[config.mk]
export PLATFORM = sky130hd
export DESIGN_NAME = asc_aux_status
export DESIGN_NICKNAME = d
export VERILOG_FILES = /design/src/asc_aux_status.v
export VERILOG_INCLUDE_DIRS = /design/src /design/src/pkg
export SDC_FILE = /design/constraint.sdc
export NUM_CORES = 1
export LEC_CHECK = 0
export ABC_AREA = 1
export ABC_CLOCK_PERIOD_IN_PS = 4600
export BUFFER_PORTS_ARGS = -buffer_cell sky130_fd_sc_hd__buf_2
export CELL_PAD_IN_SITES_DETAIL_PLACEMENT = 0
export CELL_PAD_IN_SITES_GLOBAL_PLACEMENT = 1
export CORE_MARGIN = 2
export CORE_UTILIZATION = 43
export CTS_BUF_LIST = sky130_fd_sc_hd__clkbuf_4
export CTS_CLUSTER_SIZE = 28
export DETAILED_ROUTE_END_ITERATION = 10
export GPL_TIMING_DRIVEN = 1
export HOLD_SLACK_MARGIN = 0.06
export PLACE_DENSITY = 0.84
export SYNTH_ARGS = -nofsm -noshare
export SYNTH_HDL_FRONTEND = slang
export SYNTH_SLANG_ARGS = --single-unit
export TNS_END_PERCENT = 1
[constraint.sdc]
create_clock -name CORE_CLK_IN -period 4.6 [get_ports CORE_CLK_IN]
set_input_delay 0.23 -clock CORE_CLK_IN [delete_from_list [all_inputs] [get_ports CORE_CLK_IN]]
set_output_delay 0.23 -clock CORE_CLK_IN [all_outputs]
set_load 0.01 [all_outputs]
[src/pkg/asc_consts.vh]
`ifndef ASC_CONSTS_VH
`define ASC_CONSTS_VH

// register indices; byte address is four times the index
`define ASC_IDX_PROG_SIZE    6'h0f
`define ASC_IDX_INTEGRITY    6'h10
`define ASC_IDX_MIN_HOUR     6'h11
`define ASC_IDX_SEC_MIN      6'h12
`define ASC_IDX_HOUR_DATE    6'h13
`define ASC_IDX_MONTH_YEAR   6'h14
`define ASC_IDX_WDAY_CTL     6'h15
`define ASC_IDX_INT_STATUS   6'h16
`define ASC_IDX_INT_MASK     6'h17

// bit positions in the integrity word
`define ASC_BIT_CFG_INIT     11
`define ASC_BIT_PROG_BAD     12
`define ASC_BIT_TABLE_INIT   13
`define ASC_BIT_CART_ADDED   14
`define ASC_BIT_LOAD_FAIL    15

// bit positions in the weekday/control word
`define ASC_BIT_ADJ          13
`define ASC_BIT_STOP         14
`define ASC_BIT_SET          15

// interrupt status / mask bits
`define ASC_INT_W            5
`define ASC_INT_CFG          0
`define ASC_INT_PROG         1
`define ASC_INT_TABLE        2
`define ASC_INT_CART         3
`define ASC_INT_LOAD         4

// resident program size codes (bcd) and word-count limits
`define ASC_CODE_4K          8'h04
`define ASC_CODE_8K          8'h08
`define ASC_CODE_12K         8'h12
`define ASC_CODE_16K         8'h16
`define ASC_LIM_3K2          16'd3277
`define ASC_LIM_7K2          16'd7373
`define ASC_LIM_11K2         16'd11469

// calendar limits (bcd)
`define ASC_BCD_ZERO         8'h00
`define ASC_BCD_ONE          8'h01
`define ASC_SEC_MAX          8'h59
`define ASC_HALF_MIN         8'h30
`define ASC_HOUR_MAX         8'h23
`define ASC_MONTH_MAX        8'h12
`define ASC_YEAR_MAX         8'h99
`define ASC_WDAY_MAX         8'h06
`define ASC_DAYS_31          8'h31
`define ASC_DAYS_30          8'h30
`define ASC_DAYS_29          8'h29
`define ASC_DAYS_28          8'h28

// clock rate and second length
`define ASC_CLK_HZ           250000000
`define ASC_TICK_S           1

`define ASC_RESET_WORD       16'h0000

`endif

[src/asc_aux_status.v]
// Overview of operation
// - low byte word one: cassette program code
// - high byte word one: resident size code
// - config checksum fail restores defaults, bit11
// - program checksum or bad instruction, bit12
// - table checksum fail reinitialises table, bit13
// - hot cassette insertion sets bit14
// - failed power-up autoload sets bit15
// - word three: minutes low, hour high
// - word four: seconds low, minutes high
// - word five: hour low, date high
// - word six: month low, year high
// - word seven low byte: weekday 0-6
// - calendar valid only with clock cassette
// - word seven bits 13-15: adjust, stop, set
`timescale 1ns/1ps
`include "asc_consts.vh"

module asc_aux_status #(
  parameter ADDR_W      = 8,
  parameter LEN_W       = 16,
  parameter CNT_W       = 28,
  parameter TICK_CYCLES = `ASC_TICK_S * `ASC_CLK_HZ
) (
  input  wire              CORE_CLK_IN,
  input  wire              SYS_RST_IN,
  input  wire              PSEL_IN,
  input  wire              PENABLE_IN,
  input  wire              PWRITE_IN,
  input  wire [ADDR_W-1:0] PADDR_IN,
  input  wire [31:0]       PWDATA_IN,
  output reg  [31:0]       PRDATA_OUT,
  output reg               PREADY_OUT,
  output reg               PSLVERR_OUT,
  input  wire              CART_PRESENT_IN,
  input  wire [7:0]        CART_PROG_CODE_IN,
  input  wire [LEN_W-1:0]  RES_PROG_LEN_IN,
  input  wire              CLOCK_CART_IN,
  input  wire              CFG_CSUM_FAIL_IN,
  input  wire              PROG_CSUM_FAIL_IN,
  input  wire              BAD_INSTR_IN,
  input  wire              TABLE_CSUM_FAIL_IN,
  input  wire              AUTOLOAD_SW_IN,
  input  wire              LOAD_DONE_IN,
  input  wire              LOAD_OK_IN,
  output reg               CFG_RESTORE_OUT,
  output reg               TABLE_REINIT_OUT,
  output reg               IRQ_OUT
);

  // worked out at integer width, then cut to the prescaler width on purpose
  localparam [31:0]      TICK_LAST_FULL = TICK_CYCLES - 1;
  localparam [CNT_W-1:0] TICK_LAST      = TICK_LAST_FULL[CNT_W-1:0];

  function [7:0] bcd_inc;
    input [7:0] v;
    begin
      if (v[3:0] == 4'h9) begin
        bcd_inc = {v[7:4] + 4'h1, 4'h0};
      end else begin
        bcd_inc = {v[7:4], v[3:0] + 4'h1};
      end
    end
  endfunction

  // bcd year divisible by four: tens parity decides which ones digits qualify
  function is_leap;
    input [7:0] y;
    begin
      if (y[4]) begin
        is_leap = (y[3:0] == 4'h2) || (y[3:0] == 4'h6);
      end else begin
        is_leap = (y[3:0] == 4'h0) || (y[3:0] == 4'h4) || (y[3:0] == 4'h8);
      end
    end
  endfunction

  function [7:0] month_days;
    input [7:0] m;
    input [7:0] y;
    begin
      case (m)
        8'h02:   month_days = is_leap(y) ? `ASC_DAYS_29 : `ASC_DAYS_28;
        8'h04:   month_days = `ASC_DAYS_30;
        8'h06:   month_days = `ASC_DAYS_30;
        8'h09:   month_days = `ASC_DAYS_30;
        8'h11:   month_days = `ASC_DAYS_30;
        default: month_days = `ASC_DAYS_31;
      endcase
    end
  endfunction

  reg  [7:0]            sec;
  reg  [7:0]            min;
  reg  [7:0]            hour;
  reg  [7:0]            date;
  reg  [7:0]            month;
  reg  [7:0]            year;
  reg  [7:0]            wday;
  reg                   ctl_adj;
  reg                   ctl_stop;
  reg                   ctl_set;
  reg  [CNT_W-1:0]      tick_cnt;
  reg                   flag_cfg;
  reg                   flag_prog;
  reg                   flag_table;
  reg                   flag_cart;
  reg                   flag_load;
  reg  [`ASC_INT_W-1:0] int_status;
  reg  [`ASC_INT_W-1:0] int_mask;
  reg                   cart_prev;
  reg                   primed;
  reg  [7:0]            res_code;

  reg  [7:0]            next_sec;
  reg  [7:0]            next_min;
  reg  [7:0]            next_hour;
  reg  [7:0]            next_date;
  reg  [7:0]            next_month;
  reg  [7:0]            next_year;
  reg  [7:0]            next_wday;
  reg                   next_adj;
  reg                   next_stop;
  reg                   next_set;
  reg                   carry_min;
  reg  [15:0]           rd_word;
  reg                   rd_hit;

  wire [5:0]  idx      = PADDR_IN[ADDR_W-1:2];
  wire        aligned  = (PADDR_IN[1:0] == 2'b00);
  wire        xfer     = PSEL_IN & PENABLE_IN & PREADY_OUT;
  wire        wr       = xfer & PWRITE_IN & aligned;
  wire [15:0] wd       = PWDATA_IN[15:0];
  // the calendar and controls only exist while a clock cassette is fitted
  wire        has_clk  = CLOCK_CART_IN;
  wire        running  = has_clk & ~ctl_stop & ~ctl_set;
  wire        tick     = running & (tick_cnt == TICK_LAST);

  wire ev_cfg   = CFG_CSUM_FAIL_IN;
  wire ev_prog  = PROG_CSUM_FAIL_IN | BAD_INSTR_IN;
  wire ev_table = TABLE_CSUM_FAIL_IN;
  wire ev_cart  = primed & CART_PRESENT_IN & ~cart_prev;
  wire ev_load  = AUTOLOAD_SW_IN & LOAD_DONE_IN & ~LOAD_OK_IN;
  wire [`ASC_INT_W-1:0] ev_vec = {ev_load, ev_cart, ev_table, ev_prog, ev_cfg};

  wire wr_mh = wr & has_clk & (idx == `ASC_IDX_MIN_HOUR);
  wire wr_sm = wr & has_clk & (idx == `ASC_IDX_SEC_MIN);
  wire wr_hd = wr & has_clk & (idx == `ASC_IDX_HOUR_DATE);
  wire wr_my = wr & has_clk & (idx == `ASC_IDX_MONTH_YEAR);
  wire wr_wc = wr & has_clk & (idx == `ASC_IDX_WDAY_CTL);

  always @* begin
    if (RES_PROG_LEN_IN < `ASC_LIM_3K2) begin
      res_code = `ASC_CODE_4K;
    end else if (RES_PROG_LEN_IN < `ASC_LIM_7K2) begin
      res_code = `ASC_CODE_8K;
    end else if (RES_PROG_LEN_IN < `ASC_LIM_11K2) begin
      res_code = `ASC_CODE_12K;
    end else begin
      res_code = `ASC_CODE_16K;
    end
  end

  // calendar: count, adjust, then software writes override
  always @* begin
    next_sec   = sec;
    next_min   = min;
    next_hour  = hour;
    next_date  = date;
    next_month = month;
    next_year  = year;
    next_wday  = wday;
    next_adj   = ctl_adj;
    next_stop  = ctl_stop;
    next_set   = ctl_set;
    carry_min  = 1'b0;
    if (ctl_adj) begin
      next_sec  = `ASC_BCD_ZERO;
      carry_min = (sec >= `ASC_HALF_MIN);
      next_adj  = 1'b0;
    end else if (tick) begin
      if (sec == `ASC_SEC_MAX) begin
        next_sec  = `ASC_BCD_ZERO;
        carry_min = 1'b1;
      end else begin
        next_sec = bcd_inc(sec);
      end
    end
    if (carry_min) begin
      if (min == `ASC_SEC_MAX) begin
        next_min = `ASC_BCD_ZERO;
        if (hour == `ASC_HOUR_MAX) begin
          next_hour = `ASC_BCD_ZERO;
          next_wday = (wday == `ASC_WDAY_MAX) ? `ASC_BCD_ZERO : bcd_inc(wday);
          if (date == month_days(month, year)) begin
            next_date = `ASC_BCD_ONE;
            if (month == `ASC_MONTH_MAX) begin
              next_month = `ASC_BCD_ONE;
              next_year  = (year == `ASC_YEAR_MAX) ? `ASC_BCD_ZERO : bcd_inc(year);
            end else begin
              next_month = bcd_inc(month);
            end
          end else begin
            next_date = bcd_inc(date);
          end
        end else begin
          next_hour = bcd_inc(hour);
        end
      end else begin
        next_min = bcd_inc(min);
      end
    end
    if (wr_mh) begin
      next_min  = wd[7:0];
      next_hour = wd[15:8];
    end
    if (wr_sm) begin
      next_sec = wd[7:0];
      next_min = wd[15:8];
    end
    if (wr_hd) begin
      next_hour = wd[7:0];
      next_date = wd[15:8];
    end
    if (wr_my) begin
      next_month = wd[7:0];
      next_year  = wd[15:8];
    end
    if (wr_wc) begin
      next_wday = wd[7:0];
      next_adj  = wd[`ASC_BIT_ADJ];
      next_stop = wd[`ASC_BIT_STOP];
      next_set  = wd[`ASC_BIT_SET];
    end
    if (!has_clk) begin
      next_adj  = 1'b0;
      next_stop = 1'b0;
      next_set  = 1'b0;
    end
  end

  always @* begin
    rd_word = `ASC_RESET_WORD;
    rd_hit  = aligned;
    case (idx)
      `ASC_IDX_PROG_SIZE: begin
        rd_word = {res_code, CART_PRESENT_IN ? CART_PROG_CODE_IN : `ASC_BCD_ZERO};
      end
      `ASC_IDX_INTEGRITY: begin
        rd_word[`ASC_BIT_CFG_INIT]   = flag_cfg;
        rd_word[`ASC_BIT_PROG_BAD]   = flag_prog;
        rd_word[`ASC_BIT_TABLE_INIT] = flag_table;
        rd_word[`ASC_BIT_CART_ADDED] = flag_cart;
        rd_word[`ASC_BIT_LOAD_FAIL]  = flag_load;
      end
      `ASC_IDX_MIN_HOUR:   rd_word = has_clk ? {hour, min} : `ASC_RESET_WORD;
      `ASC_IDX_SEC_MIN:    rd_word = has_clk ? {min, sec} : `ASC_RESET_WORD;
      `ASC_IDX_HOUR_DATE:  rd_word = has_clk ? {date, hour} : `ASC_RESET_WORD;
      `ASC_IDX_MONTH_YEAR: rd_word = has_clk ? {year, month} : `ASC_RESET_WORD;
      `ASC_IDX_WDAY_CTL: begin
        if (has_clk) begin
          rd_word[7:0]           = wday;
          rd_word[`ASC_BIT_ADJ]  = ctl_adj;
          rd_word[`ASC_BIT_STOP] = ctl_stop;
          rd_word[`ASC_BIT_SET]  = ctl_set;
        end
      end
      `ASC_IDX_INT_STATUS: rd_word[`ASC_INT_W-1:0] = int_status;
      `ASC_IDX_INT_MASK:   rd_word[`ASC_INT_W-1:0] = int_mask;
      default:             rd_hit = 1'b0;
    endcase
  end

  // one wait state: pready rises in the second access cycle, data registered with it
  always @(posedge CORE_CLK_IN or posedge SYS_RST_IN) begin
    if (SYS_RST_IN) begin
      PREADY_OUT  <= 1'b0;
      PRDATA_OUT  <= 32'h0000_0000;
      PSLVERR_OUT <= 1'b0;
    end else begin
      PREADY_OUT  <= PSEL_IN & PENABLE_IN & ~PREADY_OUT;
      PSLVERR_OUT <= PSEL_IN & PENABLE_IN & ~PREADY_OUT & ~rd_hit;
      if (PSEL_IN & PENABLE_IN & ~PREADY_OUT & ~PWRITE_IN & rd_hit) begin
        PRDATA_OUT <= {16'h0000, rd_word};
      end else begin
        PRDATA_OUT <= 32'h0000_0000;
      end
    end
  end

  always @(posedge CORE_CLK_IN or posedge SYS_RST_IN) begin
    if (SYS_RST_IN) begin
      sec      <= `ASC_BCD_ZERO;
      min      <= `ASC_BCD_ZERO;
      hour     <= `ASC_BCD_ZERO;
      date     <= `ASC_BCD_ONE;
      month    <= `ASC_BCD_ONE;
      year     <= `ASC_BCD_ZERO;
      wday     <= `ASC_BCD_ZERO;
      ctl_adj  <= 1'b0;
      ctl_stop <= 1'b0;
      ctl_set  <= 1'b0;
      tick_cnt <= {CNT_W{1'b0}};
    end else begin
      sec      <= next_sec;
      min      <= next_min;
      hour     <= next_hour;
      date     <= next_date;
      month    <= next_month;
      year     <= next_year;
      wday     <= next_wday;
      ctl_adj  <= next_adj;
      ctl_stop <= next_stop;
      ctl_set  <= next_set;
      // held at zero while set, so releasing set starts a full fresh second
      if (!running || tick || wr_sm) begin
        tick_cnt <= {CNT_W{1'b0}};
      end else begin
        tick_cnt <= tick_cnt + {{(CNT_W-1){1'b0}}, 1'b1};
      end
    end
  end

  // flags are sticky until reset; the word is read-only to software
  always @(posedge CORE_CLK_IN or posedge SYS_RST_IN) begin
    if (SYS_RST_IN) begin
      flag_cfg         <= 1'b0;
      flag_prog        <= 1'b0;
      flag_table       <= 1'b0;
      flag_cart        <= 1'b0;
      flag_load        <= 1'b0;
      cart_prev        <= 1'b0;
      primed           <= 1'b0;
      CFG_RESTORE_OUT  <= 1'b0;
      TABLE_REINIT_OUT <= 1'b0;
    end else begin
      // first edge after release only samples presence: a cassette fitted at power-up is no insertion
      primed           <= 1'b1;
      cart_prev        <= CART_PRESENT_IN;
      CFG_RESTORE_OUT  <= ev_cfg;
      TABLE_REINIT_OUT <= ev_table;
      flag_cfg         <= flag_cfg | ev_cfg;
      flag_prog        <= flag_prog | ev_prog;
      flag_table       <= flag_table | ev_table;
      flag_cart        <= flag_cart | ev_cart;
      flag_load        <= flag_load | ev_load;
    end
  end

  always @(posedge CORE_CLK_IN or posedge SYS_RST_IN) begin
    if (SYS_RST_IN) begin
      int_status <= {`ASC_INT_W{1'b0}};
      int_mask   <= {`ASC_INT_W{1'b0}};
      IRQ_OUT    <= 1'b0;
    end else begin
      if (wr && idx == `ASC_IDX_INT_MASK) begin
        int_mask <= wd[`ASC_INT_W-1:0];
      end
      // a new event beats a write-one-to-clear in the same cycle
      if (wr && idx == `ASC_IDX_INT_STATUS) begin
        int_status <= (int_status & ~wd[`ASC_INT_W-1:0]) | ev_vec;
      end else begin
        int_status <= int_status | ev_vec;
      end
      IRQ_OUT <= |(int_status & int_mask);
    end
  end

endmodule

==> results.yml <==
layout:
  drive_gt1_frac: 0.1306
  final_cells: 1521
  fillers: 1976
  final_cell_mix: "nand2_1, inv_1, dfrtp_1"
  fin_nets: 1373
  seqCellArea_um2: 3131
  syn_to_final_growth_pct: 14.30
  final_common_cell: "nand2_1"
  postLayoutCoreUtil: 0.5020
  multi_input_area_um2: 4369
synth:
  yosys_warnings: 0
  synth_cells: 1158
  netlist.area_leader.share: 0.3734
  yosys.area.top_type: "dfrtp_1"
  ys.flop_type: "dfrtp_1"
  yosysSeqAreaShare: 0.3798
  syn_area_um2: 8243
  ys_seq_elements: 125
  synth.area.top_cells: "dfrtp_1, nand2_1, nand3_1, inv_1, nor2_1"
  postSynth.asyncResetShare: 1.000
  synth_edf_count: 0
  synth_cell_type_count: 44
  avgSynthCellArea_um2: 7.118
sta:
  fin_crit_ns: 2.519
  finClkSkew_ns: 0.02700
  fmax_mhz: 397.0
  fin_tns_setup_ns: 0
  hold_violations: 0
  relSlewSlack: 0.1868
  worst_slew_pin_slew_ns: 1.216
  final_max_slew_viol_count: 0
  setup_violations: 0
  period_share: 0.5476
  grt_setup_unrepaired: "no"
route:
  ant_nets: 0
  vias: 8319
  drt_first_pass_iters: 5
  viasPerCell: 5.469
  drt-total-wl_mm: 26.35
  wl_per_cell_um: 17.32
  drt_iter0_markers: 666
  remaining_drc_errors: 0
floorplanning:
  die_area_um2: 20290
  rows: 50
  die_width_um: 142.5
  start_util: 0.4392
  ios: 115
  core_region_area_um2: 18770
  die_y_um: 142.5
place:
  gp_congestion: 0.9328
  dp.cells: 1457
  io_buffers: 82
  place_hpwl_mm: 19.46
clock_tree:
  cts-root-buf: "clkbuf_4"
  post_cts_buffers: 0
  cts_resized: 0
  numCtsBuffers: 17
  clk_latency_ns: 0.56
  cts.sink_count: 125
  htreeDepth: 4
  cts_buffer_depth: 2
  cts_tree: "done"
  clk_pin_slew_ns: 0.12
global_routing:
  grt_pass1_wl_mm: 41.67
  antenna_found_initial: 1
  grt_use_met3: 0.07436
  met1_usage: 0.3554
  grt_use_met2: 0.4289
  track_usage: 0.2661
  grt_overflow_total: 0
  grt_pass1_vias: 7753
  grt_max_degree: 57
  grt.busiest_layer: "met2"
power:
  powerDensity_nw_per_um2: 222.1
  ir_drop_mv: 0.1446
  power_mw: 2.092
  p_leak_nw: 4.580
worst_setup_path:
  rrSetupSlack_ns: 2.14
  criticalPathCategory: "input pin to flip-flop"
  cp_max_fo: 20
  critPathRequiredTime_ns: 5.04
  startpoint_type: "input pin"
  cp-end-kind: "flip-flop"
  worstPathArrival_ns: 2.96
flow_run:
  drv_cap: 0
min_path:
  hp-class: "input pin to flip-flop"
outcome:
  status: "finished clean"
area by class of cell:
type | instances | share of cell area
Multi-Input combinational cell | 857 | 0.4637
Sequential cell | 125 | 0.3323
Timing Repair Buffer | 117 | 0.07968
Inverter | 155 | 0.06202
Tap cell | 234 | 0.03108
Clock inverter | 13 | 0.01580
Clock buffer | 19 | 0.01514
Antenna cell | 1 | 0.0002656
routing by layer:
metal  vias to the layer above  share of wire
li1                       4051              -
met1                      3925           0.44
met2                       311           0.46
met3                        32          0.087
met4                         0          0.018
met5                         -              0
state kept, by name, summed over array words and instances (netlist names), 5 cells and up:
| name | count |
|---|---|
| tick_cnt | 28 |
| PRDATA_OUT | 16 |
| date | 8 |
| hour | 8 |
| min | 8 |
| month | 8 |
| sec | 8 |
| wday | 8 |
| year | 8 |
| int_mask | 5 |
| int_status | 5 |
timing repair:
item | CTS | global route
hold buffers | 31 | 0
hold endpoints to repair | 91 | 0
setup endpoints to repair | 0 | 0
metrics by stage:
step	setup WS [ns]	hold WS, ns	area [um2]
2_1_floorplan	1.046	0.2614	8299
3_3_place_gp	1.751	0.3625	8817
3_5_place_dp	1.713	0.3659	8817
4_1_cts	2.207	0.07392	9419
5_1_grt	1.858	0.08036	9422
6_report	2.081	0.1002	9422
worst paths after layout:
| check | from | end | cells after the start |
|---|---|---|---|
| worst max-delay path | PADDR_IN[0] | month[6]$_DFFE_PP0P_ | 15 |
| worst min-delay path | CART_PROG_CODE_IN[4] | PRDATA_OUT[4]$_DFF_PP0_ | 5 |
| worst max register to register | PREADY_OUT$_DFF_PP0_ | month[6]$_DFFE_PP0P_ | 12 |
| worst min register to register | tick_cnt[0]$_DFF_PP0_ | tick_cnt[0]$_DFF_PP0_ | 1 |
| max in group asynchronous | SYS_RST_IN | date[0]$_DFFE_PP1P_ | 4 |
| min in group asynchronous | SYS_RST_IN | primed$_DFF_PP0_ | 3 |
synth_stat cells (18+ instances only):
master / count
nand4_1: 20
buf_4: 18
xor2_1: 18
o21ai_0: 63
a21oi_1: 37
nand2_1: 263
o21ai_1: 29
dfrtp_1: 123
nand3_1: 106
inv_1: 137
ha_1: 22
nor2_1: 121
nor3_1: 24
cells by family after synthesis:
kind of cell | Yosys count | synth area share
AO/OA/AOI/OAI | 210 | 0.1513
XOR/XNOR | 24 | 0.02550
adder cells (fa/ha/maj) | 22 | 0.03339
buffers and inverters | 191 | 0.09699
flip-flops | 125 | 0.3798
other | 2 | 0.0009111
AND/OR/NAND/NOR | 584 | 0.3121
report_power, final:
part           switching, mW  internal, mW  leakage, nW
logic                  0.103        0.0509         2.82
registers            0.00338          1.10         1.60
clock network          0.449         0.382        0.155
total                  0.555          1.54         4.58
worst max-delay path, stage by stage:
cell	delay, ns
dlygate4sd3_1	0.53
buf_2	0.12
nor2_1	0.13
nand3_1	0.17
nor2_1	0.26
nand2_1	0.16
nor2_2	0.13
buf_4	0.24
inv_2	0.16
nand2_2	0.15
inv_2	0.07
nand2_1	0.21
nand4_1	0.23
nand2_1	0.10
nand2_1	0.06
No activity file was read; power rests on OpenSTA's default activity.
